===== src/common/psirq_pkg.sv =====
// constants for the phy status summary and interrupt control block
// assumes a 32-bit axi4-lite register bus with word-aligned registers
package psirq_pkg;
  // printed offsets are register indices; byte address is four times the index
  localparam logic [7:0] PSIRQ_IDX_STATUS = 8'h10;
  localparam logic [7:0] PSIRQ_IDX_ICTRL = 8'h11;
  localparam logic [7:0] PSIRQ_IDX_EVENT = 8'h12;
  localparam logic [7:0] PSIRQ_IDX_BASIC = 8'h01;
  // status summary field positions
  localparam int PSIRQ_ST_LINK = 0;
  localparam int PSIRQ_ST_SPEED10 = 1;
  localparam int PSIRQ_ST_DUPLEX = 2;
  localparam int PSIRQ_ST_LOOP = 3;
  localparam int PSIRQ_ST_ANDONE = 4;
  localparam int PSIRQ_ST_JABBER = 5;
  // interrupt control field positions
  localparam int PSIRQ_IC_OE = 0;
  localparam int PSIRQ_IC_EN = 1;
  localparam int PSIRQ_IC_TEST = 2;
  // event status layout: flags at 14:8, enables at 6:0
  localparam int PSIRQ_EV_FLAG_LSB = 8;
  localparam int PSIRQ_EV_NUM = 7;
  // event numbers: 6 energy, 5 link, 4 speed, 3 duplex, 2 an done, 1 fcs, 0 rxerr
  localparam int PSIRQ_EV_ANDONE = 2;
  localparam int PSIRQ_EV_DUPLEX = 3;
  localparam int PSIRQ_EV_SPEED = 4;
  localparam int PSIRQ_EV_LINK = 5;
  // basic mode status positions (link bit 2, jabber bit 1)
  localparam int PSIRQ_BS_JABBER = 1;
  localparam int PSIRQ_BS_LINK = 2;
  // reset values
  localparam logic [2:0] PSIRQ_IC_RESET = 3'h0;
  localparam logic [6:0] PSIRQ_EV_RESET = 7'h00;
  // axi responses
  localparam logic [1:0] PSIRQ_RESP_OKAY = 2'h0;
  localparam logic [1:0] PSIRQ_RESP_SLVERR = 2'h2;
endpackage


===== src/rtl/psirq_top.sv =====
// phy status summary, interrupt control and event status over axi4-lite
// assumes phy state inputs come from logic on the same clock; the shared
// pin input passes a two-flop synchroniser before use
//
// The implementer's own choice: register access over AXI4-Lite.
`timescale 1ns/100ps
// Summary of operation
// RULE_01 - jabber bit 5, meaningful at 10 Mbps only
// RULE_02 - jabber mirrors basic status, summary read keeps it
// RULE_03 - bit 4 reports auto-negotiation complete, reset 0
// RULE_04 - bit 3 reflects loopback enable
// RULE_05 - bit 2 resolved duplex, 1 full
// RULE_06 - software trusts duplex/speed only with valid link
// RULE_07 - bit 1 speed, 1 is 10 Mbps
// RULE_08 - bit 0 link, summary read keeps it
// RULE_09 - control bits 15:3 reserved, read zero
// RULE_10 - test bit forces interrupt while set
// RULE_11 - event enable gates event interrupts
// RULE_12 - output enable picks pin irq or powerdown
// RULE_13 - seven kinds of interrupt sources supported
// RULE_14 - event flags set regardless of enables
// RULE_15 - event flags clear on event register read
// RULE_16 - pin irq from oe and test or events
module psirq_top
  import psirq_pkg::*;
(
  // clock and reset
  input wire logic clock,
  input wire logic rst,
  // axi4-lite write address and data
  input wire logic [31:0] s_axi_awaddr,
  input wire logic s_axi_awvalid,
  output logic s_axi_awready,
  input wire logic [31:0] s_axi_wdata,
  input wire logic [3:0] s_axi_wstrb,
  input wire logic s_axi_wvalid,
  output logic s_axi_wready,
  // axi4-lite write response
  output logic [1:0] s_axi_bresp,
  output logic s_axi_bvalid,
  input wire logic s_axi_bready,
  // axi4-lite read
  input wire logic [31:0] s_axi_araddr,
  input wire logic s_axi_arvalid,
  output logic s_axi_arready,
  output logic [31:0] s_axi_rdata,
  output logic [1:0] s_axi_rresp,
  output logic s_axi_rvalid,
  input wire logic s_axi_rready,
  // phy state from the transceiver core
  input wire logic link_up,
  input wire logic jabber_seen,
  input wire logic an_complete,
  input wire logic loopback_on,
  input wire logic duplex_full,
  input wire logic speed_is_10,
  input wire logic energy_change,
  input wire logic fcs_half_full,
  input wire logic rxerr_half_full,
  // shared powerdown or interrupt pin
  input wire logic powerdown_or_irq_pin_i,
  output logic powerdown_or_irq_pin_o,
  output logic powerdown_or_irq_pin_oe,
  output logic powerdown_req
);

  // control register fields
  logic test_interrupt_force_r;
  logic event_interrupt_enable_r;
  logic irq_oe_r;
  // event enables and sticky flags
  logic [PSIRQ_EV_NUM-1:0] ev_en_r;
  logic [PSIRQ_EV_NUM-1:0] ev_flag_r;
  logic [PSIRQ_EV_NUM-1:0] ev_flag_nxt;
  // previous phy state for change detection
  logic link_q_r;
  logic duplex_q_r;
  logic speed_q_r;
  logic andone_q_r;
  // pin synchroniser, first flop feeds only the second
  logic pin_meta_r;
  logic pin_sync_r;
  // write channel capture, address and data may come in either order
  logic aw_held_r;
  logic w_held_r;
  logic [7:0] aw_idx_r;
  logic [31:0] wdata_r;
  logic [3:0] wstrb_r;
  logic bvalid_r;
  logic [1:0] bresp_r;
  // read channel
  logic rvalid_r;
  logic [31:0] rdata_r;
  logic [1:0] rresp_r;

  // handshakes
  wire aw_take = s_axi_awvalid && s_axi_awready;
  wire w_take = s_axi_wvalid && s_axi_wready;
  wire ar_take = s_axi_arvalid && s_axi_arready;
  assign s_axi_awready = !aw_held_r && !bvalid_r;
  assign s_axi_wready = !w_held_r && !bvalid_r;
  assign s_axi_arready = !rvalid_r;
  // a write executes once both halves are held
  wire wr_go = aw_held_r && w_held_r && !bvalid_r;
  wire wr_ictrl = wr_go && (aw_idx_r == PSIRQ_IDX_ICTRL);
  wire wr_event = wr_go && (aw_idx_r == PSIRQ_IDX_EVENT);
  wire wr_known = wr_ictrl || wr_event || (aw_idx_r == PSIRQ_IDX_STATUS);
  wire [7:0] ar_idx = s_axi_araddr[9:2];
  wire ar_aligned = (s_axi_araddr[1:0] == 2'h0) && (s_axi_araddr[31:10] == 22'h0);
  wire rd_event = ar_take && ar_aligned && (ar_idx == PSIRQ_IDX_EVENT);

  // status summary: live mirrors, so reading it clears nothing
  wire [15:0] status_word = {10'h000,
    jabber_seen,   // see RULE_01 // see RULE_02
    an_complete,   // see RULE_03
    loopback_on,   // see RULE_04
    duplex_full,   // see RULE_05
    speed_is_10,   // see RULE_07
    link_up};      // see RULE_08
  // reserved control bits read zero
  wire [15:0] ictrl_word = {13'h0000, test_interrupt_force_r,
    event_interrupt_enable_r, irq_oe_r}; // see RULE_09
  wire [15:0] event_word = {1'b0, ev_flag_r, 1'b0, ev_en_r};
  // read data select; unmapped aligned words read zero with slverr
  wire idx_status = ar_idx == PSIRQ_IDX_STATUS;
  wire idx_ictrl = ar_idx == PSIRQ_IDX_ICTRL;
  wire idx_event = ar_idx == PSIRQ_IDX_EVENT;
  wire rd_hit = ar_aligned && (idx_status || idx_ictrl || idx_event);
  wire [15:0] rd_word = !ar_aligned ? 16'h0000 :
                        idx_status ? status_word :
                        idx_ictrl ? ictrl_word :
                        idx_event ? event_word : 16'h0000;

  // raw events: link, speed, duplex strobe on a change, an done on a rise; energy, fcs, rxerr pass through
  wire [PSIRQ_EV_NUM-1:0] ev_hit;
  assign ev_hit[6] = energy_change;                    // see RULE_13
  assign ev_hit[PSIRQ_EV_LINK] = link_up ^ link_q_r;
  assign ev_hit[PSIRQ_EV_SPEED] = speed_is_10 ^ speed_q_r;
  assign ev_hit[PSIRQ_EV_DUPLEX] = duplex_full ^ duplex_q_r;
  assign ev_hit[PSIRQ_EV_ANDONE] = an_complete && !andone_q_r;
  assign ev_hit[1] = fcs_half_full;
  assign ev_hit[0] = rxerr_half_full;
  // flags set on event regardless of enable; a read clears, set wins
  assign ev_flag_nxt = (rd_event ? PSIRQ_EV_RESET : ev_flag_r) | ev_hit; // see RULE_14 // see RULE_15

  // interrupt request and pin direction
  wire ev_pending = |(ev_flag_r & ev_en_r);
  wire irq_req = test_interrupt_force_r || (event_interrupt_enable_r && ev_pending); // see RULE_10 // see RULE_11
  assign powerdown_or_irq_pin_oe = irq_oe_r;                   // see RULE_12
  assign powerdown_or_irq_pin_o = irq_oe_r && irq_req;         // see RULE_16
  assign powerdown_req = !irq_oe_r && pin_sync_r;              // see RULE_12

  // axi outputs
  assign s_axi_bvalid = bvalid_r;
  assign s_axi_bresp = bresp_r;
  assign s_axi_rvalid = rvalid_r;
  assign s_axi_rdata = rdata_r;
  assign s_axi_rresp = rresp_r;

  // pin synchroniser
  always_ff @(posedge clock) begin
    if (rst) begin
      pin_meta_r <= 1'b0;
      pin_sync_r <= 1'b0;
    end else begin
      pin_meta_r <= powerdown_or_irq_pin_i;
      pin_sync_r <= pin_meta_r;
    end
  end

  // previous phy state, loaded from reset zeros
  always_ff @(posedge clock) begin
    if (rst) begin
      link_q_r <= 1'b0;
      speed_q_r <= 1'b0;
      duplex_q_r <= 1'b0;
      andone_q_r <= 1'b0;
    end else begin
      link_q_r <= link_up;
      speed_q_r <= speed_is_10;
      duplex_q_r <= duplex_full;
      andone_q_r <= an_complete;
    end
  end

  // event flags
  always_ff @(posedge clock) begin
    if (rst) begin
      ev_flag_r <= PSIRQ_EV_RESET;
    end else begin
      ev_flag_r <= ev_flag_nxt;
    end
  end

  // write address and data capture
  always_ff @(posedge clock) begin
    if (rst) begin
      aw_held_r <= 1'b0;
      w_held_r <= 1'b0;
      aw_idx_r <= 8'h00;
      wdata_r <= 32'h0000_0000;
      wstrb_r <= 4'h0;
    end else begin
      if (aw_take) begin
        aw_held_r <= 1'b1;
        // misaligned or out-of-range addresses map to an unused index
        aw_idx_r <= (s_axi_awaddr[1:0] == 2'h0 && s_axi_awaddr[31:10] == 22'h0) ?
                    s_axi_awaddr[9:2] : 8'hff;
      end else if (wr_go) begin
        aw_held_r <= 1'b0;
      end
      if (w_take) begin
        w_held_r <= 1'b1;
        wdata_r <= s_axi_wdata;
        wstrb_r <= s_axi_wstrb;
      end else if (wr_go) begin
        w_held_r <= 1'b0;
      end
    end
  end

  // register writes, only lane 0 carries live bits
  always_ff @(posedge clock) begin
    if (rst) begin
      {test_interrupt_force_r, event_interrupt_enable_r, irq_oe_r} <= PSIRQ_IC_RESET;
      ev_en_r <= PSIRQ_EV_RESET;
    end else begin
      if (wr_ictrl && wstrb_r[0]) begin
        test_interrupt_force_r <= wdata_r[PSIRQ_IC_TEST];
        event_interrupt_enable_r <= wdata_r[PSIRQ_IC_EN];
        irq_oe_r <= wdata_r[PSIRQ_IC_OE];
      end
      if (wr_event && wstrb_r[0]) begin
        ev_en_r <= wdata_r[PSIRQ_EV_NUM-1:0];
      end
    end
  end

  // write response
  always_ff @(posedge clock) begin
    if (rst) begin
      bvalid_r <= 1'b0;
      bresp_r <= PSIRQ_RESP_OKAY;
    end else if (wr_go) begin
      bvalid_r <= 1'b1;
      bresp_r <= wr_known ? PSIRQ_RESP_OKAY : PSIRQ_RESP_SLVERR;
    end else if (s_axi_bready) begin
      bvalid_r <= 1'b0;
    end
  end

  // read response
  always_ff @(posedge clock) begin
    if (rst) begin
      rvalid_r <= 1'b0;
      rdata_r <= 32'h0000_0000;
      rresp_r <= PSIRQ_RESP_OKAY;
    end else if (ar_take) begin
      rvalid_r <= 1'b1;
      rdata_r <= {16'h0000, rd_word};
      rresp_r <= rd_hit ? PSIRQ_RESP_OKAY : PSIRQ_RESP_SLVERR;
    end else if (s_axi_rready) begin
      rvalid_r <= 1'b0;
    end
  end

endmodule


===== config.mk =====
export PLATFORM = sky130hd
export DESIGN_NAME = psirq_top
export DESIGN_NICKNAME = d
export VERILOG_FILES = /design/src/common/psirq_pkg.sv /design/src/rtl/psirq_top.sv
export SDC_FILE = /design/constraint.sdc
export NUM_CORES = 1
export LEC_CHECK = 0
export ABC_AREA = 0
export BUFFER_PORTS_ARGS = -buffer_cell sky130_fd_sc_hd__buf_4
export CORE_MARGIN = 2
export CORE_UTILIZATION = 25
export CTS_BUF_LIST = sky130_fd_sc_hd__clkbuf_8 sky130_fd_sc_hd__clkbuf_16
export DETAILED_ROUTE_END_ITERATION = 7
export HOLD_SLACK_MARGIN = 0.06
export PLACE_DENSITY = 0.58
export SLEW_MARGIN = 10
export SYNTH_ARGS = -nofsm -noshare
export SYNTH_HDL_FRONTEND = slang
export SYNTH_SLANG_ARGS = --single-unit
export TNS_END_PERCENT = 20

===== constraint.sdc =====
create_clock -name clock -period 3.97 [get_ports clock]
set_input_delay 0.1985 -clock clock [delete_from_list [all_inputs] [get_ports clock]]
set_output_delay 0.1985 -clock clock [all_outputs]
set_load 0.05 [all_outputs]

# Yosys cells after proc, flatten, opt, wreduce, memory -nomap -nowiden
# Cells that the tools add are included.
# word_totals
romBits	0
latchBits	0
inputBits	117
output_inout_bits	44
mem_bits_rw	0
mem_count	0
reg_bits	63
# op_classes
reduce_logical	40
n_eq_ne	6
order_cmp	0
mux	15
n_div	0
multipliers	0
add_sub_neg	0
bitwise_logic	5
n_shift	0
# ops
cell	n
15-bit two-way mux	4
8-bit by 5-bit == test with 1-bit output, second input constant	6
22-bit zero test	2
1-bit logical AND	20
8-bit two-way mux	1
2-bit nonzero test	4
7-bit AND	1
1-bit two-way mux	7
7-bit two-way mux	1
7-bit bitwise OR	1
7-bit OR reduction	1
1-bit zero test	6
1-bit logical OR	5
2-bit zero test	2
2-bit two-way mux	2
1-bit XOR	3

# Depth between registers and ports, before layout
# Gate-level depths: netlist (run 1).
# depth
word_depth	6
depth_mapped	6
ltp_nobuf	4

# Worst setup path before layout (run 1)
# No wires, ideal clock.
# synth_timing
path_kind	register to register
start	register bvalid_r, in the netlist s_axi_bvalid
end	register aw_idx_r[0]
setup_ns	0.132
path_stages_with_launch	5
arrival_time_ns	1.991
n_path_buf	0
setup_slack_ns	1.847
path_cell_list	dfxtp_1 -> nor2_1 -> nand2_1 -> nor4_1 -> nor3_1
# synth_between
elab_chain_len	3
# synth_rtl
element	line_no	text
from (decl)	psirq_top.sv:89	logic bvalid_r;
from (signal assigned)	psirq_top.sv:242	bvalid_r <= 1'b0;
from (signal assigned)	psirq_top.sv:245	bvalid_r <= 1'b1;
from (signal assigned)	psirq_top.sv:248	bvalid_r <= 1'b0;
1-bit zero test	psirq_top.sv:100	assign s_axi_awready = !aw_held_r && !bvalid_r;
1-bit logical AND	psirq_top.sv:100	
via s_axi_awready	psirq_top.sv:33	output logic s_axi_awready,
1-bit logical AND	psirq_top.sv:97	wire aw_take = s_axi_awvalid && s_axi_awready;
to (signal assigned)	psirq_top.sv:207	aw_idx_r <= (s_axi_awaddr[1:0] == 2'h0 && s_axi_awaddr[31:10] == 22'h0) ?
to (decl)	psirq_top.sv:86	logic [7:0] aw_idx_r;
# The timed path passes the listed nets, and every way through them passes these cells.
# A chain may end at the register's enable or synchronous reset.

# Final worst setup path (run 1)
# layout_timing
start	register aw_idx_r[7]
end	register ev_en_r[0]
# layout_between
elab_chain_len	3
# layout_rtl
element	line_no	text
8-bit by 5-bit == test with 1-bit output	psirq_top.sv:106	wire wr_event = wr_go && (aw_idx_r == PSIRQ_IDX_EVENT);
1-bit logical AND	psirq_top.sv:106	
1-bit logical AND	psirq_top.sv:233	if (wr_event && wstrb_r[0]) begin
to (signal assigned)	psirq_top.sv:234	ev_en_r <= wdata_r[PSIRQ_EV_NUM-1:0];
to (decl)	psirq_top.sv:72	logic [PSIRQ_EV_NUM-1:0] ev_en_r;
# Every way passes these cells.

==> results by group, run 1 <==
Outcome
  – Status: finished clean

Setup path
  – WP data arrival: 2.23 ns
  – R2R setup slack: 1.95 ns
  – RR Endpoint: ev_en_r[0]$_SDFFE_PP0P_
  – Setup CP Type: flop to flop
  – Setup crit start kind: flop
  – RR Startpoint: aw_idx_r[7]$_SDFFE_PP0P_
  – Depth of the worst register-to-register path: 4
  – WP data required: 4.18 ns
  – Setup crit end kind: flop
  – CP Max Fanout: 7

Power and ir drop
  – Maximum VDD drop: 0.000170 V
  – Internal power: 1080 uW
  – Leak pwr: 0.00165 uW
  – Clk pwr share: 41.3%
  – Power per cell area: 390 nW/um^2
  – Sequential power share: 43.1%
  – Switching part of the total: 27.0%
  – Comb pwr share: 15.7%
  – P_sw: 399 uW

Placed design
  – Dpl hpwl: 5420 microns
  – Placer Congestion: 0.812
  – I/O Buffers: 112
  – DP Area: 3550 sq um

STA
  – Final setup fails: 0
  – Fin crit share: 50.9%
  – Setup_tns: 0 ns
  – Max-slew headroom: 39.7%
  – Fin crit period: 2.02 ns
  – Worst Skew: 0.00864 ns
  – Max Fclk: 495 MHz
  – RSZ-0062 raised after global routing: false
  – Final Hold Viols: 0
  – Slew Viols, Final: 0
  – Worst-Margin Slew: 0.901 ns

Clock network
  – CTS root buf: clkbuf_8
  – CTS max path bufs: 2
  – Clock sink count: 59
  – Resized cells post-CTS: 0
  – Clk slew on worst S/H paths: 0.07 ns
  – Clock insertion delay at the later pin of the skew report: 0.34 ns
  – H-tree Lvls: 3
  – Num CTS Buffers: 9
  – Setup Buffers After CTS: 0
  – Hold_buf cts: 2
  – TritonCTS clock tree: built

Synth
  – Ys flop type: dfxtp_1
  – Commonest cells in the netlist: 59 x dfxtp_1, 42 x nand2_1, 29 x nor2_1, 23 x a21oi_1, 20 x buf_4
  – Synth top area share: 44.3%
  – Register bit total from synthesis: 59
  – Count leader, synth: dfxtp_1
  – Top cells by area, synth: dfxtp_1 44%, nand2_1 5.9%, buf_4 5.6%
  – Largest area contributor in the netlist: dfxtp_1
  – Syn avg cell area: 8.75 sq um
  – Cells after Synth: 305
  – Yosys cell types: 37
  – Sequential area share after synthesis: 44.3%
  – Syn. warnings: 0
  – Synth Cell Area: 2670 sq um
  – EDFF count, synth: 0
  – Ys async rst share: 0%

Global routing
  – Initial antenna violation count: 0
  – First-pass GRT wire length: 11400 microns
  – Largest net degree at the start of global routing: 51
  – Vias in the first global route: 2432
  – Global route overflow: 0
  – GRT Total Usage: 12.7%

Drt
  – Antenna-violating nets left: 0
  – Routed WL: 7180 microns
  – DR iter-0 viols: 71
  – Wire per inst: 12.9 microns
  – First drt pass iteration count: 4
  – # DRC: 0
  – Vias post-DR: 2478
  – Vias per cell: 4.44

Die
  – Die W: 107 microns
  – Die Span Y: 107 microns
  – I/O Pins: 161
  – Row cnt: 37
  – Initial core utilization: 25.8%
  – Die area: 11500 sq um
  – Core area: 10300 sq um

Final layout
  – Post-route cell area: 3790 sq um
  – # nets final: 534
  – Fill cell count: 1066
  – Diode count: 0
  – Synth-to-Final Area Change: 41.9%
  – Layout cell share with drive strength beyond 1: 34.1%

Worst hold path
  – Hold depth: 2
  – HP Class: primary input to flop
  – Hold Path Sink: duplex_q_r$_SDFF_PP0_
  – Min-delay src: duplex_full

Job
  – Max-Cap Viols: 0
[registers in the layout, indices dropped and copies added (netlist names)]
name                      flops
wdata_r                       7
powerdown_or_irq_pin_oe       1
aw_held_r                     1
link_q_r                      1
andone_q_r                    1
pin_sync_r                    1
s_axi_rdata                  14
w_held_r                      1
wstrb_r                       1
s_axi_rvalid                  1
s_axi_bvalid                  1
ev_en_r                       7
duplex_q_r                    1
test_interrupt_force_r        1
s_axi_bresp                   1
event_interrupt_enable_r      1
pin_meta_r                    1
ev_flag_r                     7
s_axi_rresp                   1
aw_idx_r                      8
speed_q_r                     1
[routing by layer]
layer / share of wire [%] / wire length [microns] / vias to the layer above / track usage [%]
met5: 0 / 0 / - / 0
met4: 1.5 / 111 / 0 / 5.66
met3: 6.6 / 473 / 8 / 3.39
met2: 48 / 3450 / 95 / 21.2
met1: 44 / 3150 / 1123 / 15.3
li1: - / - / 1252 / -
[layout make-up]
type                       count  area, sq um  area share [%]
inverter                       8         30.0           0.793
clock buffer                  10          138            3.64
timing repair buffer         114          861            22.7
multi-input combinational    225         1330            35.0
clock inverter                 6         81.3            2.15
tap                          136          170            4.49
sequential                    59         1180            31.2
[worst max-delay path: stages, from the launching register on]
cell and delay, ns:
dfxtp_1 0.31, nor4b_1 0.61, nand4_1 0.60, mux2i_1 0.31, nor2_1 0.06
[worst max-delay path by stage]
stage | start | to | slack (ns) | depth (start not counted)
floorplan | s_axi_bvalid$_SDFFE_PP0P_ | aw_idx_r[0]$_SDFFE_PP0P_ | 1.85 | 4
global placement | aw_idx_r[7]$_SDFFE_PP0P_ | ev_en_r[2]$_SDFFE_PP0P_ | 2.06 | 4
detailed placement | aw_idx_r[7]$_SDFFE_PP0P_ | ev_en_r[0]$_SDFFE_PP0P_ | 2.00 | 4
CTS | aw_idx_r[7]$_SDFFE_PP0P_ | ev_en_r[0]$_SDFFE_PP0P_ | 1.97 | 4
global route | aw_idx_r[7]$_SDFFE_PP0P_ | ev_en_r[6]$_SDFFE_PP0P_ | 1.82 | 4
finish | aw_idx_r[7]$_SDFFE_PP0P_ | ev_en_r[0]$_SDFFE_PP0P_ | 1.95 | 4
[stage by stage]
| step | hold WS, ns | setup WS [ns] | util [%] | power, uW | instances |
|---|---|---|---|---|---|
| final | 0.0925 | 1.95 | 36.7 | 1480 | 558 |
| after detailed placement | 0.393 | 2.00 | 34.4 | 881 | 540 |
| after global routing | 0.0809 | 1.82 | 36.7 | 1540 | 558 |
| after global placement | 0.387 | 2.06 | 34.4 | 877 | 540 |
| after floorplan | 0.298 | 1.85 | - | 795 | 324 |
| after CTS | 0.0796 | 1.97 | 36.7 | 1500 | 558 |
[cell usage in the layout (no fill, tap or decap), drive strengths merged, types with 3 or more instances in the layout]
cell	count
xnor2	3
nand2	42
nand4	4
nand3	6
clkbuf	10
dfxtp	59
nor2	29
conb	20
buf	112
nor3	12
a22o	3
o31ai	7
nor4	20
a21oi	23
o21ai	12
inv	10
a22oi	5
mux2i	13
nor2b	13
[power groups by stage]
| stage | clock network, uW | logic, uW | registers (uW) |
|---|---|---|---|
| after floorplan | 0 | 141 | 654 |
| after global placement | 0 | 228 | 649 |
| after detailed placement | 0 | 231 | 650 |
| after CTS | 628 | 233 | 637 |
| after global routing | 652 | 251 | 640 |
| final | 610 | 231 | 637 |
[cell families after synthesis]
| kind of cell | after synthesis | share of synthesized area [%] |
|---|---|---|
| AND/OR/NAND/NOR | 135 | 27.5 |
| flip-flops | 59 | 44.3 |
| AO/OA/AOI/OAI | 54 | 13.5 |
| buffers and inverters | 40 | 8.72 |
| multiplexers | 13 | 4.88 |
| XOR/XNOR | 3 | 0.985 |
| other | 1 | 0.141 |
No activity file was read; power rests on OpenSTA's default activity.
==> run 2: changes to the inputs <==
- ABC_AREA: 0 -> 1
- PLACE_DENSITY: 0.58 -> 0.57
- clock period: 3.97 -> 1.9 ns (I/O delays scaled with it)
==> results by group, run 2 <==
Synth
  – Count leader, synth: nor2_1
  – Commonest cells in the netlist: 103 x nor2_1, 67 x nand2_1, 59 x dfxtp_1, 33 x nand3_1, 28 x o21ai_0
  – Ys flop type: dfxtp_1
  – Register bit total from synthesis: 59 (unchanged)
  – Largest area contributor in the netlist: dfxtp_1
  – Cells after Synth: 411 (+35%)
  – Sequential area share after synthesis: 41.0% (-3.2 points)
  – Syn avg cell area: 7.00 sq um (-20%)
  – Yosys cell types: 35 (-5.4%)
  – EDFF count, synth: 0 (unchanged)
  – Synth top area share: 41.0% (-3.2 points)
  – Ys async rst share: 0% (unchanged)
  – Synth Cell Area: 2880 sq um (+7.9%)
  – Top cells by area, synth: dfxtp_1 41%, nor2_1 13%, nand2_1 8.7%
  – Syn. warnings: 0 (unchanged)

STA
  – Slew Viols, Final: 0 (unchanged)
  – Final WS setup: 0.428 ns (-1.52 ns)
  – Max Fclk: 679 MHz
  – Setup_tns: 0 ns (unchanged)
  – RSZ-0062 raised after global routing: false
  – Fin crit share: 77.5%
  – Final Hold Viols: 0 (unchanged)
  – Final setup fails: 0 (unchanged)
  – Worst Skew: 0.00414 ns (-0.00450 ns)
  – Fin crit period: 1.47 ns

Global routing
  – Vias in the first global route: 2765 (+14%)
  – GRT Total Usage: 12.4% (-0.33 points)
  – Largest net degree at the start of global routing: 28 (-45%)
  – Global route overflow: 0 (unchanged)
  – Initial antenna violation count: 0 (unchanged)
  – First-pass GRT wire length: 12600 microns (+11%)

Final layout
  – Diode count: 0 (unchanged)
  – Non-Filler Instances: 689 (+23%)
  – Most frequent cells in the layout: 116 x buf_4, 102 x nor2_1, 67 x nand2_1
  – Post-route cell area: 4250 sq um (+12%)
  – Fill cell count: 1198 (+12%)
  – Synth-to-Final Area Change: 47.5%
  – Layout cell share with drive strength beyond 1: 29.7% (-4.5 points)
  – Max reg flops: 14 (unchanged)
  – Register area: 1180 sq um (unchanged)
  – Footprint of the multi-input gates: 1460 sq um (+9.9%)
  – Most common cell after layout, fill and taps aside: buf_4
  – # nets final: 658 (+23%)

Setup path
  – CP Max Fanout: 3 (-4)
  – Setup CP Type: flop to output port
  – R2R setup slack: 0.52 ns (-1.43 ns)
  – WP data required: 1.80 ns (-2.38 ns)
  – WP data arrival: 1.38 ns (-0.85 ns)
  – Depth of the worst register-to-register path: 5 (+1)
  – Setup crit end kind: output port
  – Crit path from: ev_flag_r[2]$_SDFF_PP0_
  – Setup crit start kind: flop
  – RR Endpoint: ev_en_r[1]$_SDFFE_PP0P_
  – RR Startpoint: s_axi_bvalid$_SDFFE_PP0P_

Power and ir drop
  – Maximum VDD drop: 0.000489 V (+190%)
  – Power per cell area: 834 nW/um^2 (+110%)
  – Leak pwr: 0.00194 uW (+17%)
  – Final Power: 3540 uW (+140%)

Drt
  – Wire per inst: 10.8 microns (-16%)
  – Vias post-DR: 2926 (+18%)
  – DR iter-0 viols: 124 (+75%)
  – First drt pass iteration count: 4 (unchanged)
  – Antenna-violating nets left: 0 (unchanged)
  – Vias per cell: 4.25 (-4.4%)
  – Routed WL: 7420 microns (+3.4%)
  – # DRC: 0 (unchanged)

Die
  – Die Span Y: 111 microns (+3.7%)
  – Core area: 11300 sq um (+9.7%)
  – Row cnt: 39 (+5.4%)
  – Initial core utilization: 25.4% (-0.42 points)
  – Die W: 111 microns (+3.7%)
  – Die area: 12400 sq um (+7.6%)
  – I/O Pins: 161 (unchanged)

Clock network
  – Setup Buffers After CTS: 0 (unchanged)
  – TritonCTS clock tree: built
  – Clock sink count: 59 (unchanged)
  – Hold_buf cts: 15 (+13)
  – Clock insertion delay at the later pin of the skew report: 0.32 ns (-0.02 ns)
  – CTS max path bufs: 2 (unchanged)
  – Resized cells post-CTS: 0 (unchanged)
  – CTS root buf: clkbuf_16
  – Clk slew on worst S/H paths: 0.05 ns (-0.02 ns)
  – H-tree Lvls: 3 (unchanged)
  – Num CTS Buffers: 9 (unchanged)

Placed design
  – Placer Congestion: 0.826 (+1.7%)
  – I/O Buffers: 112 (unchanged)
  – Dpl hpwl: 5910 microns (+9.1%)
  – DP Cell Count: 658 (+22%)
  – Setup slack at placement: 0.510 ns (-1.49 ns)
  – DP Area: 3780 sq um (+6.7%)

Worst hold path
  – Min-delay src: s_axi_wdata[5]
  – Hold depth: 3 (+1)
  – Hold Path Sink: wdata_r[5]$_SDFFE_PP0P_
  – HP Class: primary input to flop

Job
  – Max-Cap Viols: 0 (unchanged)

Outcome
  – Status: finished clean
==> run 2: changes by cell type after synthesis, sizes merged, moves of 14 or more <==
| cell | change |
|---|---|
| nor2 | +79 |
| nor4 | -19 |
| inv | +17 |
| o21ai | +18 |
| nand3 | +27 |
| or2 | +14 |
| nand2 | +29 |
==> run 2: layout make-up <==
class / count / share of cell area [%]
multi-input cells: 314 / 34.3
flip-flops and latches: 59 / 27.8
repair buffers: 131 / 24.0
clock buffers: 9 / 5.31
well taps: 143 / 4.21
inverters: 26 / 2.30
clock inverters: 7 / 2.00
==> run 2: kinds of logic after synthesis <==
group | count (synthesis) | share of synthesized area, %
buffers and inverters | 57 | 10.9
AOI/OAI and AO/OA | 56 | 10.4
xor gates and xnor gates | 3 | 0.913
other | 1 | 0.130
DFF | 59 | 41.0
and+or+nand+nor | 235 | 36.6
==> run 2: critical path: stages, from the launching register on <==
cell,delay [ns]
dfxtp_1,0.32
nand2_1,0.07
nand2_1,0.04
nor2_1,0.10
nand4_1,0.12
a21oi_1,0.16
nor2_1,0.06
buf_4,0.19
==> run 2: through the flow <==
| step | hold slack [ns] | util [%] |
|---|---|---|
| 2_1_floorplan | 0.202 | - |
| 3_5_place_dp | 0.307 | 33.4 |
| 6_report | 0.0701 | 37.5 |
| 3_3_place_gp | 0.295 | 33.4 |
| 5_1_grt | 0.0742 | 37.5 |
| 4_1_cts | 0.0658 | 37.5 |
==> run 2: how the worst max path moves through the flow <==
| stage | to | slack [ns] | cells past startpoint |
|---|---|---|---|
| 2_1_floorplan | wdata_r[0]$_SDFFE_PP0P_ | -0.11 | 5 |
| 3_3_place_gp | ev_flag_r[2]$_SDFF_PP0_ | 0.54 | 9 |
| 3_5_place_dp | ev_flag_r[2]$_SDFF_PP0_ | 0.51 | 9 |
| 4_1_cts | powerdown_or_irq_pin_o | 0.39 | 7 |
| 5_1_grt | ev_en_r[2]$_SDFFE_PP0P_ | 0.31 | 5 |
| 6_report | powerdown_or_irq_pin_o | 0.43 | 7 |
==> run 2: report_power, final <==
group          switching (uW)  internal [uW]  total (uW)
clock network             533           1130        1660
registers                42.4           1300        1350
logic                     302            229         531
==> run 2: routing by layer <==
layer / GRT usage, % / routed length, microns
met5: 0 / 0
met4: 3.05 / 45
met3: 4.76 / 596
met2: 20.7 / 3590
met1: 15.0 / 3190
